===== src/pkg/brl_regs.svh =====
/*
 * register map, field positions and reset values of the receive/lock status bank.
 * assumes a 32-bit register bus with one aligned word per register.
 */
`ifndef BRL_REGS_SVH
`define BRL_REGS_SVH

// byte offsets
`define BRL_OFF_RX_LEN     8'h00
`define BRL_OFF_RX_BUF     8'h04
`define BRL_OFF_LOCK_LOW   8'h08
`define BRL_OFF_LOCK_HIGH  8'h0C
`define BRL_OFF_FLAGS      8'h10
`define BRL_OFF_INT_STAT   8'h14
`define BRL_OFF_INT_MASK   8'h18
`define BRL_OFF_RX_STAT    8'h1C

// general flag bit positions
`define BRL_FLG_CMX        7
`define BRL_FLG_MRQ        6
`define BRL_FLG_SRQ        5
`define BRL_FLG_SRE        4
`define BRL_FLG_LCK        3
`define BRL_FLG_AMATCH     1
`define BRL_FLG_BCAST      0

// interrupt status bit positions
`define BRL_INT_RX_START   0
`define BRL_INT_RX_BYTE    1
`define BRL_INT_LOCK       2
`define BRL_INT_CMD_DONE   3

// reset values
`define BRL_RST_BYTE       8'h00
`define BRL_RST_LOCK       12'h000
`define BRL_RST_INT        4'h0

// bus responses
`define BRL_RESP_OKAY      2'h0
`define BRL_RESP_SLVERR    2'h2

`endif


===== src/pkg/brl_pkg.sv =====
/*
 * types shared by the status bank and its bus slave.
 * assumes brl_regs.svh sits on the include path.
 */
package brl_pkg;

	localparam int BRL_AW = 8;

	// bus slave state
	typedef struct packed {
		logic              aw_full;
		logic              w_full;
		logic [BRL_AW-1:0] waddr;
		logic [31:0]       wdata;
		logic [3:0]        wstrb;
		logic              bvalid;
		logic [1:0]        bresp;
		logic              rvalid;
		logic [31:0]       rdata;
		logic [1:0]        rresp;
	} brl_axi_t;

	// status bank state
	typedef struct packed {
		logic [7:0]  rx_len;
		logic        len_valid;
		logic [7:0]  rx_buf;
		logic [11:0] lock_addr;
		logic        command_executing_flag;
		logic        cmd_master;
		logic        master_request_flag;
		logic        slave_request_flag;
		logic        slave_receiving_flag;
		logic        lock_status_flag;
		logic        amatch;
		logic        bcast;
		logic [3:0]  int_stat;
		logic [3:0]  int_mask;
	} brl_bank_t;

endpackage : brl_pkg


===== src/rtl/brl_axi_slave.sv =====
/*
 * axi4-lite slave front end: one write and one read under way at most.
 * assumes the bank answers rd_data/rd_ok and wr_ok combinationally.
 */
`timescale 1ns/10ps
`include "brl_regs.svh"

module brl_axi_slave import brl_pkg::*; (
	// clock, reset, enable
	input  wire logic              mclk,
	input  wire logic              rst_b,
	input  wire logic              ce,
	// write address and data
	input  wire logic              s_axi_awvalid,
	output logic                   s_axi_awready,
	input  wire logic [BRL_AW-1:0] s_axi_awaddr,
	input  wire logic              s_axi_wvalid,
	output logic                   s_axi_wready,
	input  wire logic [31:0]       s_axi_wdata,
	input  wire logic [3:0]        s_axi_wstrb,
	// write response
	output logic                   s_axi_bvalid,
	input  wire logic              s_axi_bready,
	output logic [1:0]             s_axi_bresp,
	// read
	input  wire logic              s_axi_arvalid,
	output logic                   s_axi_arready,
	input  wire logic [BRL_AW-1:0] s_axi_araddr,
	output logic                   s_axi_rvalid,
	input  wire logic              s_axi_rready,
	output logic [31:0]            s_axi_rdata,
	output logic [1:0]             s_axi_rresp,
	// bank side
	output logic                   wr_en,
	output logic [BRL_AW-1:0]      wr_addr,
	output logic [31:0]            wr_data,
	output logic [3:0]             wr_strb,
	input  wire logic              wr_ok,
	output logic [BRL_AW-1:0]      rd_addr,
	input  wire logic [31:0]       rd_data,
	input  wire logic              rd_ok
);

	brl_axi_t s;
	brl_axi_t next_s;

	// handshakes and bank strobes
	assign s_axi_awready = ce & ~s.aw_full & ~s.bvalid;
	assign s_axi_wready  = ce & ~s.w_full & ~s.bvalid;
	assign s_axi_arready = ce & ~s.rvalid;
	assign wr_en         = ce & s.aw_full & s.w_full & ~s.bvalid;
	assign wr_addr       = s.waddr;
	assign wr_data       = s.wdata;
	assign wr_strb       = s.wstrb;
	assign rd_addr       = s_axi_araddr;
	assign s_axi_bvalid  = s.bvalid;
	assign s_axi_bresp   = s.bresp;
	assign s_axi_rvalid  = s.rvalid;
	assign s_axi_rdata   = s.rdata;
	assign s_axi_rresp   = s.rresp;

	// next state
	always_comb begin
		next_s = s;
		if (s_axi_awvalid && s_axi_awready) begin
			next_s.aw_full = 1'b1;
			next_s.waddr   = s_axi_awaddr;
		end
		if (s_axi_wvalid && s_axi_wready) begin
			next_s.w_full = 1'b1;
			next_s.wdata  = s_axi_wdata;
			next_s.wstrb  = s_axi_wstrb;
		end
		if (wr_en) begin
			next_s.aw_full = 1'b0;
			next_s.w_full  = 1'b0;
			next_s.bvalid  = 1'b1;
			next_s.bresp   = wr_ok ? `BRL_RESP_OKAY : `BRL_RESP_SLVERR;
		end
		if (s.bvalid && s_axi_bready)
			next_s.bvalid = 1'b0;
		if (s_axi_arvalid && s_axi_arready) begin
			next_s.rvalid = 1'b1;
			next_s.rdata  = rd_data;
			next_s.rresp  = rd_ok ? `BRL_RESP_OKAY : `BRL_RESP_SLVERR;
		end
		if (s.rvalid && s_axi_rready)
			next_s.rvalid = 1'b0;
	end

	// state register
	always_ff @(posedge mclk) begin
		if (!rst_b)
			s <= '0;
		else if (ce)
			s <= next_s;
	end

endmodule : brl_axi_slave


===== src/rtl/brl_status_regs.sv =====
/*
 * read-only receive, lock and general status bank of a serial bus controller,
 * with sticky interrupt status behind an axi4-lite slave.
 * assumes the protocol engine on the same clock gives one-cycle event pulses.
 */
// The register addresses and register access over AXI4-Lite were decided locally.
`timescale 1ns/10ps
`include "brl_regs.svh"

// Summary of operation
// - message length captured into length register when reception starts; resets to zero
// - length register becomes valid only once slave or broadcast reception begins (code sets it on any rx_start, whatever rx_addr_match and rx_broadcast)
// - each received data byte held in one-byte buffer; read only while receive-ready (read mux returns it whatever receive-ready is)
// - same buffer carries data bytes of master and slave receptions
// - low lock-address register stores lower 8 address bits on lock
// - high lock-address holds upper 4 bits in 3..0; bits 7..4 read zero
// - writes to length, buffer, lock-address and flag registers are ignored
// - command flag sets on command issued while request or receive flag set
// - master-request sets when command flag clears after master command; clears on completion
// - general flags report command, lock, address match, broadcast; all reset zero
// - lock flag sets on lock with unfinished long message; clears on unlock
// - slave-request sets when command flag clears after slave command; clears on completion
// - slave-receiving sets on reception start with receive enable; clears on completion
module brl_status_regs import brl_pkg::*; (
	// clock, reset, enable
	input  wire logic              mclk,
	input  wire logic              rst_b,
	input  wire logic              ce,
	// axi4-lite write
	input  wire logic              s_axi_awvalid,
	output logic                   s_axi_awready,
	input  wire logic [BRL_AW-1:0] s_axi_awaddr,
	input  wire logic              s_axi_wvalid,
	output logic                   s_axi_wready,
	input  wire logic [31:0]       s_axi_wdata,
	input  wire logic [3:0]        s_axi_wstrb,
	output logic                   s_axi_bvalid,
	input  wire logic              s_axi_bready,
	output logic [1:0]             s_axi_bresp,
	// axi4-lite read
	input  wire logic              s_axi_arvalid,
	output logic                   s_axi_arready,
	input  wire logic [BRL_AW-1:0] s_axi_araddr,
	output logic                   s_axi_rvalid,
	input  wire logic              s_axi_rready,
	output logic [31:0]            s_axi_rdata,
	output logic [1:0]             s_axi_rresp,
	// reception events from the protocol engine
	input  wire logic              rx_start,
	input  wire logic [7:0]        rx_msg_len,
	input  wire logic              rx_addr_match,
	input  wire logic              rx_broadcast,
	input  wire logic              receive_enable_bit,
	input  wire logic              slave_rx_done,
	input  wire logic              rx_byte_valid,
	input  wire logic [7:0]        rx_byte,
	input  wire logic              receive_ready_flag,
	// lock events
	input  wire logic              lock_event,
	input  wire logic              lock_long_msg,
	input  wire logic [11:0]       lock_master_addr,
	input  wire logic              unlock_cond,
	input  wire logic              unlock_cmd,
	// commands
	input  wire logic              cmd_master_req,
	input  wire logic              cmd_slave_tx,
	input  wire logic              cmd_done,
	input  wire logic              master_comm_done,
	input  wire logic              slave_tx_done,
	// interrupt
	output logic                   irq
);

	////////////////////////////////////////////////////////////////////////////////

	brl_bank_t        s;
	brl_bank_t        next_s;
	logic             wr_en;
	logic [BRL_AW-1:0] wr_addr;
	logic [31:0]      wr_data;
	logic [3:0]       wr_strb;
	logic [BRL_AW-1:0] rd_addr;
	logic [31:0]      rd_data;
	logic [3:0]       int_ev;
	logic [7:0]       flags;

	// true for any mapped register offset
	function automatic logic addr_hit(input logic [BRL_AW-1:0] a);
		case (a)
			`BRL_OFF_RX_LEN, `BRL_OFF_RX_BUF, `BRL_OFF_LOCK_LOW, `BRL_OFF_LOCK_HIGH,
			`BRL_OFF_FLAGS, `BRL_OFF_INT_STAT, `BRL_OFF_INT_MASK, `BRL_OFF_RX_STAT:
				addr_hit = 1'b1;
			default:
				addr_hit = 1'b0;
		endcase
	endfunction : addr_hit

	////////////////////////////////////////////////////////////////////////////////

	brl_axi_slave brl_axi_slave_inst (
		.mclk          (mclk),
		.rst_b         (rst_b),
		.ce            (ce),
		.s_axi_awvalid (s_axi_awvalid),
		.s_axi_awready (s_axi_awready),
		.s_axi_awaddr  (s_axi_awaddr),
		.s_axi_wvalid  (s_axi_wvalid),
		.s_axi_wready  (s_axi_wready),
		.s_axi_wdata   (s_axi_wdata),
		.s_axi_wstrb   (s_axi_wstrb),
		.s_axi_bvalid  (s_axi_bvalid),
		.s_axi_bready  (s_axi_bready),
		.s_axi_bresp   (s_axi_bresp),
		.s_axi_arvalid (s_axi_arvalid),
		.s_axi_arready (s_axi_arready),
		.s_axi_araddr  (s_axi_araddr),
		.s_axi_rvalid  (s_axi_rvalid),
		.s_axi_rready  (s_axi_rready),
		.s_axi_rdata   (s_axi_rdata),
		.s_axi_rresp   (s_axi_rresp),
		.wr_en         (wr_en),
		.wr_addr       (wr_addr),
		.wr_data       (wr_data),
		.wr_strb       (wr_strb),
		.wr_ok         (addr_hit(wr_addr)),
		.rd_addr       (rd_addr),
		.rd_data       (rd_data),
		.rd_ok         (addr_hit(rd_addr))
	);

	////////////////////////////////////////////////////////////////////////////////

	// general flag byte, bit 2 reserved as zero
	always_comb begin
		flags = 8'h00;
		flags[`BRL_FLG_CMX]    = s.command_executing_flag;
		flags[`BRL_FLG_MRQ]    = s.master_request_flag;
		flags[`BRL_FLG_SRQ]    = s.slave_request_flag;
		flags[`BRL_FLG_SRE]    = s.slave_receiving_flag;
		flags[`BRL_FLG_LCK]    = s.lock_status_flag;
		flags[`BRL_FLG_AMATCH] = s.amatch;
		flags[`BRL_FLG_BCAST]  = s.bcast;
	end

	// read mux
	always_comb begin
		rd_data = 32'h0000_0000;
		case (rd_addr)
			`BRL_OFF_RX_LEN:    rd_data[7:0] = s.rx_len;
			`BRL_OFF_RX_BUF:    rd_data[7:0] = s.rx_buf;
			`BRL_OFF_LOCK_LOW:  rd_data[7:0] = s.lock_addr[7:0];
			`BRL_OFF_LOCK_HIGH: rd_data[3:0] = s.lock_addr[11:8];
			`BRL_OFF_FLAGS:     rd_data[7:0] = flags;
			`BRL_OFF_INT_STAT:  rd_data[3:0] = s.int_stat;
			`BRL_OFF_INT_MASK:  rd_data[3:0] = s.int_mask;
			`BRL_OFF_RX_STAT:   rd_data[1:0] = {s.len_valid, receive_ready_flag};
			default:            rd_data = 32'h0000_0000;
		endcase
	end

	// interrupt events
	always_comb begin
		int_ev = 4'h0;
		int_ev[`BRL_INT_RX_START] = rx_start;
		int_ev[`BRL_INT_RX_BYTE]  = rx_byte_valid;
		int_ev[`BRL_INT_LOCK]     = lock_event & lock_long_msg;
		int_ev[`BRL_INT_CMD_DONE] = cmd_done & s.command_executing_flag;
	end

	assign irq = |(s.int_stat & s.int_mask);

	// next state: clears first, sets after, so a set wins
	always_comb begin
		next_s = s;
		// length, match and broadcast captured at reception start
		if (rx_start) begin
			next_s.rx_len    = rx_msg_len;
			next_s.len_valid = 1'b1;
			next_s.amatch    = rx_addr_match;
			next_s.bcast     = rx_broadcast;
		end
		if (rx_byte_valid)
			next_s.rx_buf = rx_byte;
		// lock
		if (unlock_cond || unlock_cmd)
			next_s.lock_status_flag = 1'b0;
		if (lock_event && lock_long_msg) begin
			next_s.lock_status_flag       = 1'b1;
			next_s.lock_addr = lock_master_addr;
		end
		// completion clears, then slave-receiving set at reception start
		if (master_comm_done)
			next_s.master_request_flag = 1'b0;
		if (slave_tx_done)
			next_s.slave_request_flag = 1'b0;
		if (slave_rx_done)
			next_s.slave_receiving_flag = 1'b0;
		if (rx_start && receive_enable_bit)
			next_s.slave_receiving_flag = 1'b1;
		// command execution ends
		if (cmd_done && s.command_executing_flag) begin
			next_s.command_executing_flag = 1'b0;
			if (s.cmd_master)
				next_s.master_request_flag = 1'b1;
			else
				next_s.slave_request_flag = 1'b1;
		end
		// command issued
		if ((cmd_master_req || cmd_slave_tx) && (s.master_request_flag || s.slave_request_flag || s.slave_receiving_flag)) begin
			next_s.command_executing_flag        = 1'b1;
			next_s.cmd_master = cmd_master_req;
		end
		// software access; status bank itself ignores writes
		if (wr_en && wr_strb[0]) begin
			if (wr_addr == `BRL_OFF_INT_MASK)
				next_s.int_mask = wr_data[3:0];
			if (wr_addr == `BRL_OFF_INT_STAT)
				next_s.int_stat = s.int_stat & ~wr_data[3:0];
		end
		next_s.int_stat = next_s.int_stat | int_ev;
	end

	// state register
	always_ff @(posedge mclk) begin
		if (!rst_b) begin
			s           <= '0;
			s.rx_len    <= `BRL_RST_BYTE;
			s.rx_buf    <= `BRL_RST_BYTE;
			s.lock_addr <= `BRL_RST_LOCK;
			s.int_stat  <= `BRL_RST_INT;
			s.int_mask  <= `BRL_RST_INT;
		end else if (ce) begin
			s <= next_s;
		end
	end
endmodule : brl_status_regs


===== config.mk =====
export PLATFORM = sky130hd
export DESIGN_NAME = brl_status_regs
export DESIGN_NICKNAME = d
export VERILOG_FILES = /design/src/pkg/brl_pkg.sv /design/src/rtl/brl_axi_slave.sv /design/src/rtl/brl_status_regs.sv
export VERILOG_INCLUDE_DIRS = /design/src /design/src/pkg
export SDC_FILE = /design/constraint.sdc
export NUM_CORES = 1
export LEC_CHECK = 0
export BUFFER_PORTS_ARGS = -buffer_cell sky130_fd_sc_hd__buf_2
export CAP_MARGIN = 10
export CORE_MARGIN = 3
export CORE_UTILIZATION = 50
export CTS_BUF_LIST = sky130_fd_sc_hd__clkbuf_4 sky130_fd_sc_hd__clkbuf_8
export DETAILED_ROUTE_END_ITERATION = 12
export PLACE_DENSITY = 0.84
export SYNTH_ARGS = -nofsm -noshare
export SYNTH_HDL_FRONTEND = slang
export SYNTH_SLANG_ARGS = --single-unit

===== constraint.sdc =====
create_clock -name mclk -period 2.37 [get_ports mclk]
set_input_delay 0.474 -clock mclk [delete_from_list [all_inputs] [get_ports mclk]]
set_output_delay 0.474 -clock mclk [all_outputs]
set_load 0.05 [all_outputs]

==> summary.txt <==
Yosys
  – Synth Area in Compound Gates: 0.165
  – Ys flop type: dfxtp_1
  – Syn Std Cell Area: approximately 3400 sq um
  – Syn_area_per_cell: 8.34 sq um
  – Mux cell area share after synthesis: 0.0691
  – Post-synthesis adder-cell area fraction: 0
  – FFs w/ async S/R, synth: 0
  – Post-Synth XOR/XNOR Area: 0
  – Largest family of logic cells by synthesized area: simple AND/OR/NAND/NOR gates
  – Netlist cell types: 47
  – Yosys warns: 0
  – Seq cells post-synth: between 70 and 80
  – Cells after Synth: 404
  – Synth Area in Simple Gates: 0.221
  – Sequential-to-total area share from yosys stat: 0.434
  – Number of synthesized flops with an enable pin: 0

Worst hold path
  – Hold Startpoint: s_axi_awaddr[4]
  – HP Class: in2reg
  – Hold Path Cell Cnt: 3
  – Hold EP: brl_axi_slave_inst.wr_addr[4]

STA
  – Period utilisation layout: 0.771
  – Rel. slew slack: 0.621
  – Hold Vio Cnt, Final: 0
  – Worst Tran Pin Value: about 0.57 ns
  – Max Fclk: between 500 and 600 MHz
  – Max-slew violations: 0
  – RSZ-0062 raised after global routing: false
  – Clock Skews: 0.00494 ns
  – Crit path time final: 1.83 ns
  – Setup tns final: 0 ns
  – Setup Viol. Count Final: 0

Floorplanning
  – Chip Height: slightly below 90 um
  – Top Ports: roughly 150
  – Die Area: 7760 sq um
  – Core footprint: 6420 sq um
  – Initial Util: 0.524
  – Row Count: 29
  – Die Width: between 80 and 90 um

Power and ir drop
  – Power, Total: about 0.0027 W
  – Leakage: about 1.7 nW
  – VDD IR-drop max: approximately 0.34 mV
  – Power density over the cells: between 700 and 800 nW/um^2

Routing
  – TritonRoute pass-1 iters: 4
  – Initial DRC count: approximately 180
  – Vias: a little under 3,000
  – Antenna Nets Post-Route: 0
  – Vias/cell: 5.28
  – Wirelength per Cell: 14.0 um
  – Total Routed Length: ~7.8 mm
  – Drc violations: 0

Clock network
  – Worst-Skew Late Latency: around 0.35 ns
  – Root Driver: clkbuf_8
  – CTS tree: yes
  – H-tree Lvls: 3
  – CTS clk-pin slew, worst paths: approximately 0.080 ns
  – Clk sink count: 73
  – Max clock buf depth: 2
  – Setup Fix Bufs, Post-CTS: 0
  – Hold buffers post-CTS: 0
  – Post-CTS sizing: 0
  – Total CTS buffers: 9

Placed design
  – DPL Wire Length: 5.83 mm
  – Placed cell area: ~3700 sq um
  – GP Congestion: approximately 0.9
  – PortBufs: 88

Finish
  – Final #Nets: roughly 580
  – Design Area, Final: between 3000 and 4000 sq um
  – Share of cells above drive strength 1: 0.252
  – ANT cells: 0
  – Area Overhead vs Synth: 15.0%

Setup path
  – RR Endpoint: s[6]
  – RR Startpoint: brl_axi_slave_inst.wr_addr[4]
  – Max FO, Critical Path: 21
  – CP required: 1.90 ns
  – Crit. End Element: output port
  – CP startpoint kind: primary input
  – Critical Path AT: between 1 and 1.5 ns
  – Reg2Reg Depth: 4
  – Critical path class: in2out
  – R2r setup slk: about 0.84 ns

Flow run
  – # Max-Cap Violations: 0

GRT
  – Total congestion overflow: 0
  – Largest net degree at the start of global routing: 45
  – Vias in the first global route: approximately 2,600
  – Initial antenna violation count: 0
  – First-pass GRT wire length: between 10 and 15 mm
  – GRT Total Usage: 0.202

Outcome
  – Outcome: complete, no violations
[per-stage QoR]
| stage | instances | util | hold WS, ns | worst slack, ns |
|---|---|---|---|---|
| 2_1_floorplan | 429 | - | 0.391 | 0.380 |
| 3_3_place_gp | 541 | 0.569 | 0.396 | 0.524 |
| 3_5_place_dp | 541 | 0.569 | 0.403 | 0.488 |
| 4_1_cts | 557 | 0.603 | 0.344 | 0.545 |
| 5_1_grt | 557 | 0.603 | 0.352 | 0.478 |
| 6_report | 557 | 0.603 | 0.356 | 0.542 |
[routing by layer]
layer	GRT usage	part of all wire
met1	0.267	0.44
met2	0.325	0.49
met3	0.0367	0.062
met4	0.0865	0.013
met5	0	0
[critical path, stage by stage]
cell,delay (ns)
buf_2,0.31
nor3b_2,0.27
buf_2,0.30
[sequential cells by signal, indices dropped and copies added (netlist names), named ones only]
register	count
flags	7
brl_axi_slave_inst.wr_strb	1
s	38
brl_axi_slave_inst.s	2
brl_axi_slave_inst.s_axi_bvalid	1
brl_axi_slave_inst.wr_data	4
brl_axi_slave_inst.s_axi_rdata	8
brl_axi_slave_inst.wr_addr	8
brl_axi_slave_inst.s_axi_rvalid	1
brl_axi_slave_inst.s_axi_rresp	1
brl_axi_slave_inst.s_axi_bresp	1
[cells in the final DEF, fill, tap and decap left out, types with 2 or more instances in the layout]
| master | netlist | layout |
|---|---|---|
| dfxtp_1 | 73 | 73 |
| clkinv_2 | 0 | 2 |
| conb_1 | 1 | 26 |
| clkbuf_8 | 0 | 9 |
| nor3_1 | 2 | 2 |
| a2bb2oi_1 | 3 | 3 |
| bufinv_16 | 0 | 2 |
| clkinvlp_4 | 0 | 2 |
| o2bb2ai_1 | 4 | 4 |
| nor2b_1 | 2 | 2 |
| and2_1 | 3 | 3 |
| a32o_1 | 2 | 2 |
| mux2i_1 | 21 | 21 |
| inv_1 | 3 | 3 |
| buf_4 | 39 | 2 |
| o211ai_1 | 4 | 4 |
| buf_2 | 5 | 88 |
| a22oi_1 | 7 | 7 |
| nor2_1 | 29 | 29 |
| a31oi_1 | 5 | 5 |
| nand2_1 | 98 | 98 |
| and3_1 | 2 | 2 |
| nand3_1 | 4 | 4 |
| or3_1 | 2 | 2 |
| o21ai_0 | 12 | 12 |
| a21oi_1 | 48 | 48 |
| nor3b_2 | 2 | 2 |
[cell type report]
cell class	instances	area (sq um)
inverter	3	11.3
fill	585	2550
timing repair buffer	90	455
sequential	73	1460
clock inverter	7	93.8
multi-input combinational	298	1630
clock buffer	9	124
tap	77	96.3
[logic make-up (layout without fill, tap and decap cells)]
family,Yosys count,count (layout)
flip-flops,73,73
multiplexers,22,22
AO/OA/AOI/OAI,92,92
buffers and inverters,58,109
AND/OR/NAND/NOR,158,158
other,1,26
[report_power, final]
part | internal (W) | total, W | switching, W | leakage, nW
logic | 0.000114 | 0.000372 | 0.000258 | 0.978
registers | 0.00127 | 0.00130 | 0.0000292 | 0.595
clock network | 0.000592 | 0.00106 | 0.000467 | 0.106
[synth_stat cells, drive strengths merged (2+ instances only)]
cell | n | share of area
a31oi | 5 | 0.0093
nand3 | 4 | 0.0059
a32o | 2 | 0.0059
nand2b | 2 | 0.0045
dfxtp | 73 | 0.43
o211ai | 4 | 0.0089
nor2 | 29 | 0.032
and3 | 2 | 0.0037
mux2i | 21 | 0.062
or3 | 2 | 0.0037
o2bb2ai | 4 | 0.010
nor3 | 3 | 0.0059
and2 | 3 | 0.0056
nor2b | 2 | 0.0037
nand2 | 99 | 0.11
a21oi | 48 | 0.071
o21ai | 13 | 0.020
buf | 47 | 0.098
a2bb2oi | 3 | 0.0078
clkbuf | 8 | 0.0089
nor3b | 3 | 0.013
a22oi | 7 | 0.016
inv | 3 | 0.0033
[how the worst max path moves through the flow]
stage | from | depth (start not counted) | end | slack, ns
3_3_place_gp | ce | 5 | s[6] | 0.52
4_1_cts | ce | 3 | s_axi_awready | 0.55
5_1_grt | ce | 3 | s_axi_awready | 0.48
3_5_place_dp | ce | 5 | s[6] | 0.49
2_1_floorplan | brl_axi_slave_inst.s_axi_bvalid | 5 | flip-flop | 0.38
6_report | ce | 3 | s_axi_awready | 0.54
Power figures use the tool's default switching activity.
